### src/clr_pkg.sv
// constants and register map of the current-loop receive alarm block
package clr_pkg;
   // clock and timing
   localparam int unsigned CLK_FREQ_MHZ      = 200;
   localparam int unsigned FAULT_TIME_US     = 10000;
   localparam int unsigned FAULT_CYCLES      = FAULT_TIME_US * CLK_FREQ_MHZ;
   localparam int unsigned EDGE_STABLE_CYCLES = 4;

   // axi4-lite
   localparam int unsigned ADDR_W = 4;
   localparam logic [1:0]  RESP_OKAY   = 2'h0;
   localparam logic [1:0]  RESP_SLVERR = 2'h2;

   // register byte offsets
   localparam logic [ADDR_W-1:0] CTRL_OFS      = 4'h0;
   localparam logic [ADDR_W-1:0] STATUS_OFS    = 4'h4;
   localparam logic [ADDR_W-1:0] IRQ_STAT_OFS  = 4'h8;
   localparam logic [ADDR_W-1:0] IRQ_MASK_OFS  = 4'hc;

   // control fields
   localparam int unsigned CTRL_INVERT_BIT   = 0;
   localparam int unsigned CTRL_RELAY_NC_BIT = 1;
   localparam int unsigned CTRL_CLEAR_BIT    = 2;
   localparam logic [1:0]  CTRL_RESET_VAL    = 2'h0;

   // status fields
   localparam int unsigned STAT_POS_BIT   = 0;
   localparam int unsigned STAT_NEG_BIT   = 1;
   localparam int unsigned STAT_FAULT_BIT = 2;
   localparam int unsigned STAT_QUAL_BIT  = 3;
   localparam int unsigned STAT_ALARM_BIT = 4;
   localparam int unsigned STAT_DATA_BIT  = 5;

   // interrupt events
   localparam int unsigned IRQ_W            = 3;
   localparam int unsigned IRQ_ALARM_SET    = 0;
   localparam int unsigned IRQ_FAULT_START  = 1;
   localparam int unsigned IRQ_ALARM_CLEAR  = 2;
   localparam logic [IRQ_W-1:0] IRQ_RESET_VAL = 3'h0;
endpackage : clr_pkg

### src/clr_edge_filter.sv
// two-stage synchroniser followed by a stability filter for one pin
`timescale 1ns/1ps
module clr_edge_filter
   import clr_pkg::*;
#(
   parameter int unsigned STABLE_CYCLES = EDGE_STABLE_CYCLES,
   parameter logic        RESET_LEVEL   = 1'b0
) (
   // clock and reset
   input  wire logic clk_in,
   input  wire logic resetn_in,
   // pin and cleaned level
   input  wire logic pin_in,
   output logic      level_out
);
   localparam int unsigned CW = $clog2(STABLE_CYCLES + 1);
   localparam logic [CW-1:0] CNT_LAST = CW'(STABLE_CYCLES - 1);

   logic          meta_reg;
   logic          sync_reg;
   logic [CW-1:0] cnt_reg;
   logic          level_reg;
   wire           differs = sync_reg != level_reg;

   // level follows the pin only after it stays changed for STABLE_CYCLES samples
   always_ff @(posedge clk_in) begin
      if (!resetn_in) begin
         meta_reg  <= RESET_LEVEL;
         sync_reg  <= RESET_LEVEL;
         cnt_reg   <= '0;
         level_reg <= RESET_LEVEL;
      end else begin
         meta_reg <= pin_in;
         sync_reg <= meta_reg;
         if (!differs) begin
            cnt_reg <= '0;
         end else if (cnt_reg == CNT_LAST) begin
            cnt_reg   <= '0;
            level_reg <= sync_reg;
         end else begin
            cnt_reg <= cnt_reg + CW'(1);
         end
      end
   end

   assign level_out = level_reg;
endmodule : clr_edge_filter

### src/clr_persist.sv
// persistence timer: qualifies a level only after it holds for a number of cycles
`timescale 1ns/1ps
module clr_persist
   import clr_pkg::*;
#(
   parameter int unsigned HOLD_CYCLES = FAULT_CYCLES
) (
   // clock and reset
   input  wire logic clk_in,
   input  wire logic resetn_in,
   // raw and qualified condition
   input  wire logic cond_in,
   output logic      qual_out
);
   localparam int unsigned CW = $clog2(HOLD_CYCLES + 1);
   localparam logic [CW-1:0] CNT_LAST = CW'(HOLD_CYCLES - 1);

   logic [CW-1:0] cnt_reg;
   logic          qual_reg;

   always_ff @(posedge clk_in) begin
      if (!resetn_in) begin
         cnt_reg  <= '0;
         qual_reg <= 1'b0;
      end else if (!cond_in) begin
         cnt_reg  <= '0;
         qual_reg <= 1'b0;
      end else begin
         if (cnt_reg != CNT_LAST) begin
            cnt_reg <= cnt_reg + CW'(1);
         end
         qual_reg <= cnt_reg == CNT_LAST;
      end
   end

   assign qual_out = qual_reg;
endmodule : clr_persist

### src/clr_rx_alarm.sv
// receive path, fault alarm and axi4-lite registers of the current-loop line card
`timescale 1ns/1ps
module clr_rx_alarm
   import clr_pkg::*;
#(
   parameter int unsigned FAULT_HOLD_CYCLES = FAULT_CYCLES,
   parameter int unsigned EDGE_CYCLES       = EDGE_STABLE_CYCLES
) (
   // clock and reset
   input  wire logic              clk_in,
   input  wire logic              resetn_in,
   // loop direction pins
   input  wire logic              loop_pos_in,
   input  wire logic              loop_neg_in,
   // alarm reset pins
   input  wire logic              local_reset_in,
   input  wire logic              remote_resetn_in,
   // differential data output
   output logic                   data_p_out,
   output logic                   data_n_out,
   // indicators and relay
   output logic                   rx_led_out,
   output logic                   alarm_led_out,
   output logic                   alarm_relay_out,
   // interrupt
   output logic                   irq_out,
   // axi4-lite write address
   input  wire logic [ADDR_W-1:0] s_axi_awaddr,
   input  wire logic              s_axi_awvalid,
   output logic                   s_axi_awready,
   // axi4-lite write data
   input  wire logic [31:0]       s_axi_wdata,
   input  wire logic [3:0]        s_axi_wstrb,
   input  wire logic              s_axi_wvalid,
   output logic                   s_axi_wready,
   // axi4-lite write response
   output logic [1:0]             s_axi_bresp,
   output logic                   s_axi_bvalid,
   input  wire logic              s_axi_bready,
   // axi4-lite read address
   input  wire logic [ADDR_W-1:0] s_axi_araddr,
   input  wire logic              s_axi_arvalid,
   output logic                   s_axi_arready,
   // axi4-lite read data
   output logic [31:0]            s_axi_rdata,
   output logic [1:0]             s_axi_rresp,
   output logic                   s_axi_rvalid,
   input  wire logic              s_axi_rready
);
   // register address decode, shared by read and write paths
   function automatic logic [3:0] decode(input logic [ADDR_W-1:0] addr);
      decode = {addr == IRQ_MASK_OFS, addr == IRQ_STAT_OFS,
                addr == STATUS_OFS,   addr == CTRL_OFS};
   endfunction : decode

   // cleaned pin levels
   logic pos_dir;
   logic neg_dir;
   logic local_req;
   logic remote_req_n;

   // persistence result
   logic fault_qual;

   // control and status registers
   logic                  invert_reg;
   logic                  relay_nc_reg;
   logic [IRQ_W-1:0]      irq_stat_reg;
   logic [IRQ_W-1:0]      irq_stat_next;
   logic [IRQ_W-1:0]      irq_mask_reg;
   logic                  irq_reg;

   // line state
   logic                  line_data_reg;
   logic                  line_data_next;
   logic                  fault_raw_reg;
   logic                  alarm_reg;
   logic                  alarm_next;

   // output flops
   logic                  data_p_reg;
   logic                  data_n_reg;
   logic                  rx_led_reg;
   logic                  alarm_led_reg;
   logic                  relay_reg;

   // write channel state
   logic                  awready_reg;
   logic                  wready_reg;
   logic                  aw_held_reg;
   logic                  w_held_reg;
   logic [ADDR_W-1:0]     waddr_reg;
   logic [31:0]           wdata_reg;
   logic [3:0]            wstrb_reg;
   logic                  bvalid_reg;
   logic [1:0]            bresp_reg;

   // read channel state
   logic                  arready_reg;
   logic                  rvalid_reg;
   logic [31:0]           rdata_reg;
   logic [1:0]            rresp_reg;

   // direction signals with clean edges
   clr_edge_filter #(
      .STABLE_CYCLES (EDGE_CYCLES),
      .RESET_LEVEL   (1'b0)
   ) u_pos_filter (
      .clk_in    (clk_in),
      .resetn_in (resetn_in),
      .pin_in    (loop_pos_in),
      .level_out (pos_dir)
   );

   clr_edge_filter #(
      .STABLE_CYCLES (EDGE_CYCLES),
      .RESET_LEVEL   (1'b1)   // idle line reads mark, so no false fault after reset
   ) u_neg_filter (
      .clk_in    (clk_in),
      .resetn_in (resetn_in),
      .pin_in    (loop_neg_in),
      .level_out (neg_dir)
   );

   // front-panel and remote reset inputs
   clr_edge_filter #(
      .STABLE_CYCLES (EDGE_CYCLES),
      .RESET_LEVEL   (1'b0)
   ) u_local_filter (
      .clk_in    (clk_in),
      .resetn_in (resetn_in),
      .pin_in    (local_reset_in),
      .level_out (local_req)
   );

   clr_edge_filter #(
      .STABLE_CYCLES (EDGE_CYCLES),
      .RESET_LEVEL   (1'b1)
   ) u_remote_filter (
      .clk_in    (clk_in),
      .resetn_in (resetn_in),
      .pin_in    (remote_resetn_in),
      .level_out (remote_req_n)
   );

   // fault is the equality of the two direction signals
   wire fault_raw = ~(pos_dir ^ neg_dir);

   clr_persist #(
      .HOLD_CYCLES (FAULT_HOLD_CYCLES)
   ) u_persist (
      .clk_in    (clk_in),
      .resetn_in (resetn_in),
      .cond_in   (fault_raw),
      .qual_out  (fault_qual)
   );

   // bus handshakes and decode
   wire       aw_hs     = s_axi_awvalid & awready_reg;
   wire       w_hs      = s_axi_wvalid & wready_reg;
   wire       ar_hs     = s_axi_arvalid & arready_reg;
   wire       b_hs      = bvalid_reg & s_axi_bready;
   wire       r_hs      = rvalid_reg & s_axi_rready;
   wire       wr_fire   = aw_held_reg & w_held_reg & ~bvalid_reg;
   wire [3:0] wr_sel    = decode(waddr_reg);
   wire [3:0] rd_sel    = decode(s_axi_araddr);
   wire       wr_low    = wr_fire & wstrb_reg[0];
   wire       ctrl_wr   = wr_low & wr_sel[0];
   wire       stat_w1c  = wr_low & wr_sel[2];
   wire       mask_wr   = wr_low & wr_sel[3];
   wire       sw_clear  = ctrl_wr & wdata_reg[CTRL_CLEAR_BIT];

   // merged data: a valid line state updates it, a fault holds the last one
   assign line_data_next = fault_raw ? line_data_reg : pos_dir;

   // alarm latch: a qualified fault always wins over any reset request
   wire remote_req = ~remote_req_n;
   wire clear_req  = local_req | remote_req | sw_clear;
   assign alarm_next = fault_qual | (alarm_reg & ~clear_req);

   // interrupt events, a new event wins over a write-one-to-clear
   wire [IRQ_W-1:0] irq_event;
   assign irq_event[IRQ_ALARM_SET]   = alarm_next & ~alarm_reg;
   assign irq_event[IRQ_FAULT_START] = fault_raw & ~fault_raw_reg;
   assign irq_event[IRQ_ALARM_CLEAR] = alarm_reg & ~alarm_next;
   wire [IRQ_W-1:0] irq_clear = stat_w1c ? wdata_reg[IRQ_W-1:0] : '0;
   assign irq_stat_next = (irq_stat_reg & ~irq_clear) | irq_event;
   wire [IRQ_W-1:0] irq_pending = irq_stat_reg & irq_mask_reg;

   // read selects
   wire rd_ctrl   = rd_sel[0];
   wire rd_status = rd_sel[1];
   wire rd_istat  = rd_sel[2];
   wire rd_imask  = rd_sel[3];

   // read data selection
   wire [31:0] ctrl_rd = {30'h0, relay_nc_reg, invert_reg};
   wire [31:0] stat_rd = {26'h0, line_data_reg, alarm_reg, fault_qual,
                          fault_raw, neg_dir, pos_dir};
   wire [31:0] rd_mux  = rd_ctrl   ? ctrl_rd :
                         rd_status ? stat_rd :
                         rd_istat  ? {29'h0, irq_stat_reg} :
                         rd_imask  ? {29'h0, irq_mask_reg} : 32'h0;
   wire [1:0]  rd_resp = |rd_sel ? RESP_OKAY : RESP_SLVERR;
   wire [1:0]  wr_resp = |wr_sel ? RESP_OKAY : RESP_SLVERR;

   // output drive levels
   wire drive_p   = line_data_next ^ invert_reg;
   wire relay_lvl = alarm_next ^ relay_nc_reg;

   // line state and outputs
   always_ff @(posedge clk_in) begin
      if (!resetn_in) begin
         line_data_reg <= 1'b0;
         fault_raw_reg <= 1'b0;
         alarm_reg     <= 1'b0;
         data_p_reg    <= 1'b0;
         data_n_reg    <= 1'b1;
         rx_led_reg    <= 1'b0;
         alarm_led_reg <= 1'b0;
         relay_reg     <= 1'b0;
      end else begin
         line_data_reg <= line_data_next;
         fault_raw_reg <= fault_raw;
         alarm_reg     <= alarm_next;
         data_p_reg    <= drive_p;
         data_n_reg    <= ~drive_p;
         rx_led_reg    <= line_data_next;
         alarm_led_reg <= alarm_next;
         relay_reg     <= relay_lvl;
      end
   end

   // software registers and interrupt
   always_ff @(posedge clk_in) begin
      if (!resetn_in) begin
         invert_reg   <= CTRL_RESET_VAL[CTRL_INVERT_BIT];
         relay_nc_reg <= CTRL_RESET_VAL[CTRL_RELAY_NC_BIT];
         irq_stat_reg <= IRQ_RESET_VAL;
         irq_mask_reg <= IRQ_RESET_VAL;
         irq_reg      <= 1'b0;
      end else begin
         if (ctrl_wr) begin
            invert_reg   <= wdata_reg[CTRL_INVERT_BIT];
            relay_nc_reg <= wdata_reg[CTRL_RELAY_NC_BIT];
         end
         if (mask_wr) begin
            irq_mask_reg <= wdata_reg[IRQ_W-1:0];
         end
         irq_stat_reg <= irq_stat_next;
         irq_reg      <= |irq_pending;
      end
   end

   // axi4-lite write channels, address and data taken in either order
   always_ff @(posedge clk_in) begin
      if (!resetn_in) begin
         awready_reg <= 1'b1;
         wready_reg  <= 1'b1;
         aw_held_reg <= 1'b0;
         w_held_reg  <= 1'b0;
         waddr_reg   <= '0;
         wdata_reg   <= 32'h0;
         wstrb_reg   <= 4'h0;
         bvalid_reg  <= 1'b0;
         bresp_reg   <= RESP_OKAY;
      end else begin
         if (aw_hs) begin
            awready_reg <= 1'b0;
            aw_held_reg <= 1'b1;
            waddr_reg   <= s_axi_awaddr;
         end
         if (w_hs) begin
            wready_reg <= 1'b0;
            w_held_reg <= 1'b1;
            wdata_reg  <= s_axi_wdata;
            wstrb_reg  <= s_axi_wstrb;
         end
         if (wr_fire) begin
            bvalid_reg <= 1'b1;
            bresp_reg  <= wr_resp;
         end
         if (b_hs) begin
            bvalid_reg  <= 1'b0;
            aw_held_reg <= 1'b0;
            w_held_reg  <= 1'b0;
            awready_reg <= 1'b1;
            wready_reg  <= 1'b1;
         end
      end
   end

   // axi4-lite read channels
   always_ff @(posedge clk_in) begin
      if (!resetn_in) begin
         arready_reg <= 1'b1;
         rvalid_reg  <= 1'b0;
         rdata_reg   <= 32'h0;
         rresp_reg   <= RESP_OKAY;
      end else if (ar_hs) begin
         arready_reg <= 1'b0;
         rvalid_reg  <= 1'b1;
         rdata_reg   <= rd_mux;
         rresp_reg   <= rd_resp;
      end else if (r_hs) begin
         arready_reg <= 1'b1;
         rvalid_reg  <= 1'b0;
      end
   end

   // port drive
   assign data_p_out      = data_p_reg;
   assign data_n_out      = data_n_reg;
   assign rx_led_out      = rx_led_reg;
   assign alarm_led_out   = alarm_led_reg;
   assign alarm_relay_out = relay_reg;
   assign irq_out         = irq_reg;
   assign s_axi_awready   = awready_reg;
   assign s_axi_wready    = wready_reg;
   assign s_axi_bvalid    = bvalid_reg;
   assign s_axi_bresp     = bresp_reg;
   assign s_axi_arready   = arready_reg;
   assign s_axi_rvalid    = rvalid_reg;
   assign s_axi_rdata     = rdata_reg;
   assign s_axi_rresp     = rresp_reg;
endmodule : clr_rx_alarm

### config.mk
export PLATFORM = sky130hd
export DESIGN_NAME = clr_rx_alarm
export DESIGN_NICKNAME = d
export VERILOG_FILES = /design/src/clr_pkg.sv /design/src/clr_edge_filter.sv /design/src/clr_persist.sv /design/src/clr_rx_alarm.sv
export SDC_FILE = /design/constraint.sdc
export NUM_CORES = 1
export LEC_CHECK = 0
export BUFFER_PORTS_ARGS = -buffer_cell sky130_fd_sc_hd__buf_2
export CAP_MARGIN = 5
export CELL_PAD_IN_SITES_DETAIL_PLACEMENT = 0
export CELL_PAD_IN_SITES_GLOBAL_PLACEMENT = 1
export CORE_MARGIN = 8
export CORE_UTILIZATION = 38
export DETAILED_ROUTE_END_ITERATION = 6
export MAX_ROUTING_LAYER = met4
export PLACE_DENSITY_LB_ADDON = 0.1
export SLEW_MARGIN = 20
export SYNTH_ARGS = -nofsm -noshare
export SYNTH_HDL_FRONTEND = slang
export SYNTH_SLANG_ARGS = --single-unit
export TNS_END_PERCENT = 50
### constraint.sdc
create_clock -name clk_in -period 2.5 [get_ports clk_in]
set_clock_uncertainty 0.15 [all_clocks]
set_input_delay 0.25 -clock clk_in [delete_from_list [all_inputs] [get_ports clk_in]]
set_output_delay 0.25 -clock clk_in [all_outputs]
set_load 0.02 [all_outputs]
Yosys cells after proc, flatten, opt, wreduce, memory -nomap -nowiden
Index checks and enable logic that the tools add are counted.
W data, S select, Z words.

storage, ports and cells
  bits in registers = 112
  latch bits = 0
  RAM bits = 0
  memory bits (read-only) = 0
  input bits = 55
  output and inout bits = 47
  word-level logic and storage cells = 130
  memories = 0

cells by class
  add/sub/neg operators = 5
  multiply operators = 0
  divide/modulo/power cells = 0
  order comparisons = 0
  equality and inequality tests = 16
  shift operators = 0
  muxes and demuxes = 12
  bitwise gates (word level) = 39
  reduce and logical (&&, ||, !) cells = 16

operators with widths
  cell                     count
  $add A21 B1 Y21 const B  1
  $eq A21 B21 Y1 const B   1
  $ne A21 B21 Y1 const B   1
  $and A1 B1 Y1            16
  $eq A4 B4 Y1 const B     4
  $reduce_or A3 Y1         5
  $not A1 Y1               13
  $add A3 B1 Y3 const B    4
  $eq A3 B2 Y1 const B     4
  $mux W6                  2
  $mux W3                  3
  $eq A4 B3 Y1 const B     2
  $logic_not A4 Y1         2
  $reduce_and A2 Y1        4
  $reduce_or A4 Y1         2
  $and A3 B3 Y3            2
  $mux W1                  5
  $mux W2                  2
  $ne A1 B1 Y1             4
  $reduce_or A2 Y1         2
  $not A3 Y3               1
  $or A1 B1 Y1             3
  $or A3 B3 Y3             1
  $xor A1 B1 Y1            3
  $reduce_bool A2 Y1       1

Longest topological paths before layout
Gate-level depths: netlist of run 1.

  depth in word-level cells = 12
  gate-level depth with buffers = 6
  mapped depth without buffers = 5

By module
Synthesis of run 1 repeated with hierarchy kept, for this count alone.

unflattened totals
  cells, all modules = 376
  area total of the unflattened synthesis = 3672.3 um2

modules (own cells, without submodules)
  module                                 times used  cells an instance  area an instance (um2)  seq. area each (um2)
  clr_rx_alarm                           1           184                1756.7                  760.7
  clr_persist                            1           124                1054.8                  440.4
  clr_edge_filter at u_local_filter ...  2           17                 216.5                   120.1
  clr_edge_filter at u_neg_filter ...    2           17                 214.0                   120.1

Least setup slack after synthesis of run 1
Ideal clock, no wire load.

  kind = reg2reg
  start = register u_persist.cnt_reg[7]
  end = register u_persist.cnt_reg[0]
  setup time = 0.130 ns
  arrival = 1.560 ns
  data required time = 2.220 ns
  path slack = 0.660 ns
  stages on the path, launching flop included = 5
  path buffers = 0
  clock period less this slack = 1.840 ns
  cell sequence = dfxtp_1 or4b_4 nor4_4 nand3b_1 nor3b_2

on the way
  cells in the longest elaborated chain, start to end = 1

ends and longest elaborated chain
  element                 RTL line           text
  start, declared         clr_persist.sv:18  logic [CW-1:0] cnt_reg;
  start signal, assigned  clr_persist.sv:30  cnt_reg <= cnt_reg + CW'(1);
  $ne A21 B21 Y1          clr_persist.sv:29  if (cnt_reg != CNT_LAST) begin

No other way between the ends.
A chain may end at the register's enable or synchronous reset.

Final worst setup path of run 1
  start = register u_persist.cnt_reg[7]
  end = register u_persist.cnt_reg[2]

Same word-level chain as after synthesis.

==> impl_metrics.py, run 1 <==
metrics = {
    "run_status": {
        "status": "complete, no violations",
    },
    "layout": {
        "areaGrowthSynthToFinish_pct": 15.3,
        "final_cell_count_no_fill": 586,
        "largest_reg_flops": 21,
        "drive_above_1_share_pct": 15.5,
        "fin_nets": 518,
        "antennaDiodeCount": 0,
        "utilization_pct": 45.2,
    },
    "sta": {
        "tightest_slew_ns": 0.666,
        "finalSetupViolations": 0,
        "hold_violations": 0,
        "period_share_pct": 81.2,
        "fmax_mhz": 492,
        "fin_crit_ns": 2.03,
        "rsz0062_at_grt": "false",
        "slew_viol_final": 0,
        "tns_ns": 0,
        "slew-limit-headroom_pct": 55.2,
    },
    "grt": {
        "grt_pass1_wl_um": 13300,
        "grt_pass1_vias": 2800,
        "grt_max_degree": 37,
        "top_usage_layer": "met2",
        "use_met2_pct": 21.9,
        "grt.total_usage_pct": 13.0,
        "grt_overflow": 0,
        "grtUsageMet3_pct": 3.06,
        "met1_usage_pct": 14.8,
        "antenna_found_initial": 0,
    },
    "clock_tree": {
        "cts_buffer_depth": 2,
        "clk_latency_ns": 0.34,
        "cts_setup_buffers": 0,
        "cts_root_buf": "clkbuf_8",
        "cts_sinks": 84,
        "cts_tree": "done",
        "htreeDepth": 3,
        "path_clk_slew_ns": 0.08,
        "cts_resized": 0,
        "tritoncts.num_buffers": 9,
    },
    "routing": {
        "dr.pass1.iters": 4,
        "route.detailed.drc": 0,
        "drt_first_iter_violations": 108,
        "vias": 2774,
        "via_per_inst": 4.73,
        "wire_per_inst_um": 13.2,
        "drt-total-wl_um": 7740,
        "ant_nets": 0,
    },
    "critical_path": {
        "required_ns": 2.61,
        "start_kind": "flip-flop",
        "worstPathCellList": "or4b_4 > nor4_4 > nand2_1 > a31oi_1",
        "critPathTopFamily": "simple AND/OR/NAND/NOR gates",
        "end_kind": "flip-flop",
        "cp_max_fo": 8,
        "crit_type": "flip-flop to flip-flop",
        "arrival_ns": 2.14,
        "slowest_delay_ns": 0.58,
        "cp_slowest_cell": "or4b_4",
        "critPathBufInv": 0,
    },
    "floorplanning": {
        "dieHeight_um": 114,
        "start_util_pct": 39.2,
        "core_area_mm2": 0.00924,
        "placementRows": 35,
        "die_w_um": 114,
        "io_pins": 102,
        "die_area_mm2": 0.0129,
    },
    "synthesis": {
        "yosys_register_bits": 84,
        "ys_warn_count": 0,
        "yosysUniqueCellTypes": 57,
        "synth-async-reset-ratio_pct": 0,
        "synth-main-ff-cell": "dfxtp_1",
        "synth_edf_count": 0,
        "syn_inst": 401,
        "synth_area_per_cell_um2": 9.03,
        "syn_area_mm2": 0.00362,
        "yosysSeqAreaShare_pct": 46.5,
    },
    "placed_design": {
        "gp_congestion": 0.809,
        "io_buffers": 41,
        "dpl.cell_count": 563,
        "place_hpwl_um": 5710,
    },
    "power": {
        "power_density_mw_per_mm2": 635,
        "ir_drop_mv": 0.234,
        "p_leak_nw": 1.62,
        "power_w": 0.00265,
    },
    "min_path": {
        "hold_class": "input pin to flip-flop",
    },
    "job": {
        "drv_cap": 0,
    },
}
logic make-up (layout without fill, tap and decap cells):
group	Yosys count	after routing	share of synthesized area (%)
other	1	28	0.104
XOR/XNOR	9	9	2.18
adder cells (fa/ha/maj)	9	9	3.11
flip-flops	84	84	46.5
buffers and inverters	56	85	8.81
AO/OA/AOI/OAI	70	70	11.6
multiplexers	13	13	4.29
AND/OR/NAND/NOR	159	159	23.4
placed cells by master (no fill, tap or decap), types with 3 or more instances in the layout:
cell / count
dfxtp_1: 84
buf_2: 41
nor2_1: 39
nand2_1: 32
a21oi_1: 28
conb_1: 28
nand3_1: 19
inv_1: 17
o21ai_0: 14
or3_1: 12
mux2i_1: 11
ha_1: 9
clkbuf_8: 9
dlygate4sd3_1: 9
nand2b_1: 8
and2_1: 7
nor3_1: 6
a22oi_1: 6
a31oi_1: 5
xnor2_1: 5
nand4_1: 5
xor2_1: 4
or4_1: 4
and3_1: 4
nor4_1: 3
nor2b_1: 3
o31ai_1: 3
bufinv_16: 3
buf_4: 3
metal layers:
layer	wire [um]	part of all wire, %	vias up
met5	0	0	-
met4	62	0.80	0
met3	225	2.9	6
met2	3830	49	44
met1	3620	47	1275
li1	-	-	1449
cell usage after synthesis (3+ instances only):
| cell type | count | area, um2 |
|---|---|---|
| nor2_1 | 39 | 146 |
| ha_1 | 9 | 113 |
| xor2_1 | 4 | 35.0 |
| and2_1 | 7 | 43.8 |
| nor2b_1 | 3 | 18.8 |
| nor3_1 | 6 | 30.0 |
| a22oi_1 | 6 | 45.0 |
| a31oi_1 | 5 | 31.3 |
| clkbuf_1 | 5 | 18.8 |
| mux2i_1 | 11 | 110 |
| and3_1 | 4 | 25.0 |
| inv_1 | 17 | 63.8 |
| nand4_1 | 5 | 31.3 |
| nand3_1 | 19 | 95.1 |
| or4_1 | 4 | 30.0 |
| nand2_1 | 32 | 120 |
| o21ai_0 | 14 | 70.1 |
| o31ai_1 | 3 | 22.5 |
| nor4_1 | 3 | 18.8 |
| a21oi_1 | 28 | 140 |
| buf_4 | 28 | 210 |
| or3_1 | 12 | 75.1 |
| xnor2_1 | 5 | 43.8 |
| nand2b_1 | 8 | 50.1 |
| dfxtp_1 | 84 | 1680 |
layout make-up:
class	count	area, um2
multi-input cells	288	1720
flip-flops and latches	84	1680
inverters	18	67.6
repair buffers	53	318
clock inverters	5	103
fillers	916	5060
clock buffers	9	124
well taps	129	161
path summary, 6_finish.rpt:
check                                 from  cells past startpoint                  endpoint  slack, ns
setup / recovery      u_persist.cnt_reg[7]                      4      u_persist.cnt_reg[2]       0.47
hold / removal               s_axi_awvalid                      2             s_axi_awready       0.03
setup reg to reg      u_persist.cnt_reg[7]                      4      u_persist.cnt_reg[2]       0.47
hold reg to reg   u_remote_filter.meta_reg                      1  u_remote_filter.sync_reg       0.27
power breakdown:
group / switching (W) / internal [W] / leakage, nW / total (W)
logic: 0.000101 / 0.0000521 / 0.826 / 0.000154
registers: 0.0000206 / 0.00136 / 0.682 / 0.00138
clock network: 0.000464 / 0.000651 / 0.111 / 0.00111
total: 0.000586 / 0.00207 / 1.62 / 0.00265
stage by stage:
step                worst slack [ns]  hold slack (ns)  area [um2]
floorplan                      0.660            0.200        3720
global placement               0.503            0.246        3860
detailed placement             0.481            0.247        3860
CTS                            0.469         0.000432        4160
global route                   0.362           0.0147        4180
finish                         0.469           0.0309        4180
what timing repair did:
item                                    4_1_cts  5_1_grt
endpoints found under the setup margin        0        0
hold buffers                                  7        2
endpoints found under the hold margin         7        2
worst reg2reg max path: cells and delay by family (launching register included):
family           cells  cell delay (ns)
AND/OR/NAND/NOR      3             1.25
flip-flops           1             0.37
AO/OA/AOI/OAI        1             0.19
No activity file was read; power rests on OpenSTA's default activity.
==> inputs of run 2 (changes only) <==
==> constraint.sdc (replaced) <==
create_clock -name clk_in -period 2.1 [get_ports clk_in]
set_clock_uncertainty 0.15 [all_clocks]
set_input_delay 0.21 -clock clk_in [delete_from_list [all_inputs] [get_ports clk_in]]
set_output_delay 0.21 -clock clk_in [all_outputs]
set_load 0.02 [all_outputs]
==> run 2 against run 1 <==
  * Worst hold slack improved by 0.024 ns
  * Critical path depth unchanged
  * Register-to-register slack got worse by 0.28 ns
  * Count of clock-buffer cells in the layout increased by 3
  * Utilization increased by 1.4 points
  * Via count increased by 3.7%
  * Total power increased by 13%
  * Sequential cell count unchanged
  * Largest power group unchanged
==> impl_metrics.py, run 2 (same netlist as run 1, synthesis figures left out) <==
metrics = {
    "floorplanning": {
        "die_w_um": 114,
        "start_util_pct": 39.2,
        "core_area_mm2": 0.00924,
        "die_area_mm2": 0.0129,
        "dieHeight_um": 114,
        "placementRows": 35,
        "io_pins": 102,
    },
    "clock_tree": {
        "cts_setup_buffers": 0,
        "cts_tree": "done",
        "path_clk_slew_ns": 0.08,
        "cts_buffer_depth": 2,
        "tritoncts.num_buffers": 9,
        "htreeDepth": 3,
        "cts_root_buf": "clkbuf_8",
        "cts_sinks": 84,
        "clk_latency_ns": 0.35,
    },
    "sta": {
        "period_share_pct": 90.8,
        "rsz0062_at_grt": "false",
        "tightest_slew_ns": 0.512,
        "finalSetupViolations": 0,
        "fmax_mhz": 525,
        "tns_ns": 0,
        "hold_violations": 0,
        "fin_crit_ns": 1.91,
        "slew-limit-headroom_pct": 65.6,
        "slew_viol_final": 0,
    },
    "critical_path": {
        "required_ns": 2.23,
        "crit_type": "flip-flop to flip-flop",
        "regToRegStartpoint": "u_persist.cnt_reg[3]",
        "worstRegToRegCells": 4,
        "r2r_slack_ns": 0.19,
        "start_kind": "flip-flop",
        "arrival_ns": 2.04,
        "end_kind": "flip-flop",
        "cp_max_fo": 9,
        "cp-startpoint": "u_persist.cnt_reg[3]",
        "rr_endpoint": "u_persist.cnt_reg[19]",
    },
    "layout": {
        "areaGrowthSynthToFinish_pct": 19.0,
        "drive_above_1_share_pct": 17.2,
        "fill_cells": 939,
        "utilization_pct": 46.6,
        "most-common-layout-cells": "dfxtp_1, buf_2, nor2_1",
        "antennaDiodeCount": 0,
        "fin_nets": 536,
        "largest_reg_flops": 21,
        "layout_commonest_cell": "dfxtp_1",
    },
    "min_path": {
        "hp-start": "s_axi_araddr[0]",
        "hold_class": "input pin to flip-flop",
        "hold-path-endpoint": "s_axi_rresp[1]",
        "holdPathStages": 3,
    },
    "grt": {
        "grt_overflow": 0,
        "grt_pass1_vias": 2898,
        "grt_pass1_wl_um": 13600,
        "grt.total_usage_pct": 13.3,
        "grt_max_degree": 20,
        "antenna_found_initial": 0,
    },
    "routing": {
        "via_per_inst": 4.75,
        "drt-total-wl_um": 7980,
        "vias": 2878,
        "route.detailed.drc": 0,
        "drt_first_iter_violations": 154,
        "dr.pass1.iters": 4,
        "wire_per_inst_um": 13.2,
        "ant_nets": 0,
    },
    "power": {
        "ir_drop_mv": 0.280,
        "power_density_mw_per_mm2": 698,
        "p_leak_nw": 1.70,
    },
    "placed_design": {
        "io_buffers": 41,
        "gp_congestion": 0.817,
        "place_hpwl_um": 5920,
    },
    "job": {
        "drv_cap": 0,
    },
    "run_status": {
        "status": "complete, no violations",
    },
}
-- run 2: cell types whose count changed in the layout (fill, tap and decap cells not counted), sizes merged --
cell         before  now
clkbuf            9   12
bufinv            3    1
dlygate4sd3       9   17
buf              44   54
clkinv            1    2
-- run 2: worst max-delay path by stage --
stage	slack [ns]	end	depth (start not counted)
after floorplan	0.26	u_persist.cnt_reg[0]	4
after detailed placement	0.22	u_persist.cnt_reg[0]	5
final	0.19	u_persist.cnt_reg[19]	4
after global routing	0.004	u_persist.cnt_reg[17]	4
after CTS	0.20	u_persist.cnt_reg[2]	5
after global placement	0.23	u_persist.cnt_reg[2]	5
-- run 2: critical path: stages, from the launching register on --
cell	delay (ns)
dfxtp_1	0.40
and3_1	0.33
nand3_1	0.33
or4_1	0.48
a21oi_1	0.15
-- run 2: metal layers --
layer | up-vias | routed length [um] | GRT usage, %
li1 | 1486 | - | -
met1 | 1338 | 3610 | 14.7
met2 | 45 | 4030 | 22.9
met3 | 9 | 260 | 3.28
met4 | 0 | 85 | 4.44
met5 | - | 0 | -
-- run 2: per-stage QoR --
stage          power, W  instances  instance area, um2  hold WS (ns)  worst slack [ns]
2_1_floorplan   0.00184        428                3720         0.160             0.260
3_3_place_gp    0.00186        573                3930         0.244             0.232
3_5_place_dp    0.00186        573                3930         0.246             0.218
4_1_cts         0.00305        606                4310        0.0492             0.196
5_1_grt         0.00315        606                4310        0.0751           0.00439
6_report        0.00301        606                4310        0.0549             0.193
-- run 2: timing repair --
item / CTS / global route
resized for setup: 0 / 0
hold buffers: 17 / 0
hold endpoints to repair: 16 / 0
-- run 2: power breakdown --
group	leakage (nW)	internal (W)	switching, W
registers	0.682	0.00162	0.0000240
clock network	0.102	0.000611	0.000550
logic	0.912	0.0000749	0.000124
total	1.70	0.00231	0.000698
-- run 2: area by class of cell --
class	count	area (um2)	share of cell area, %
Clock buffer	12	155	3.60
Sequential cell	84	1680	39.0
Tap cell	129	161	3.75
Timing Repair Buffer	71	473	11.0
Clock inverter	4	47.5	1.10
Multi-Input combinational cell	288	1720	39.9
Inverter	18	67.6	1.57
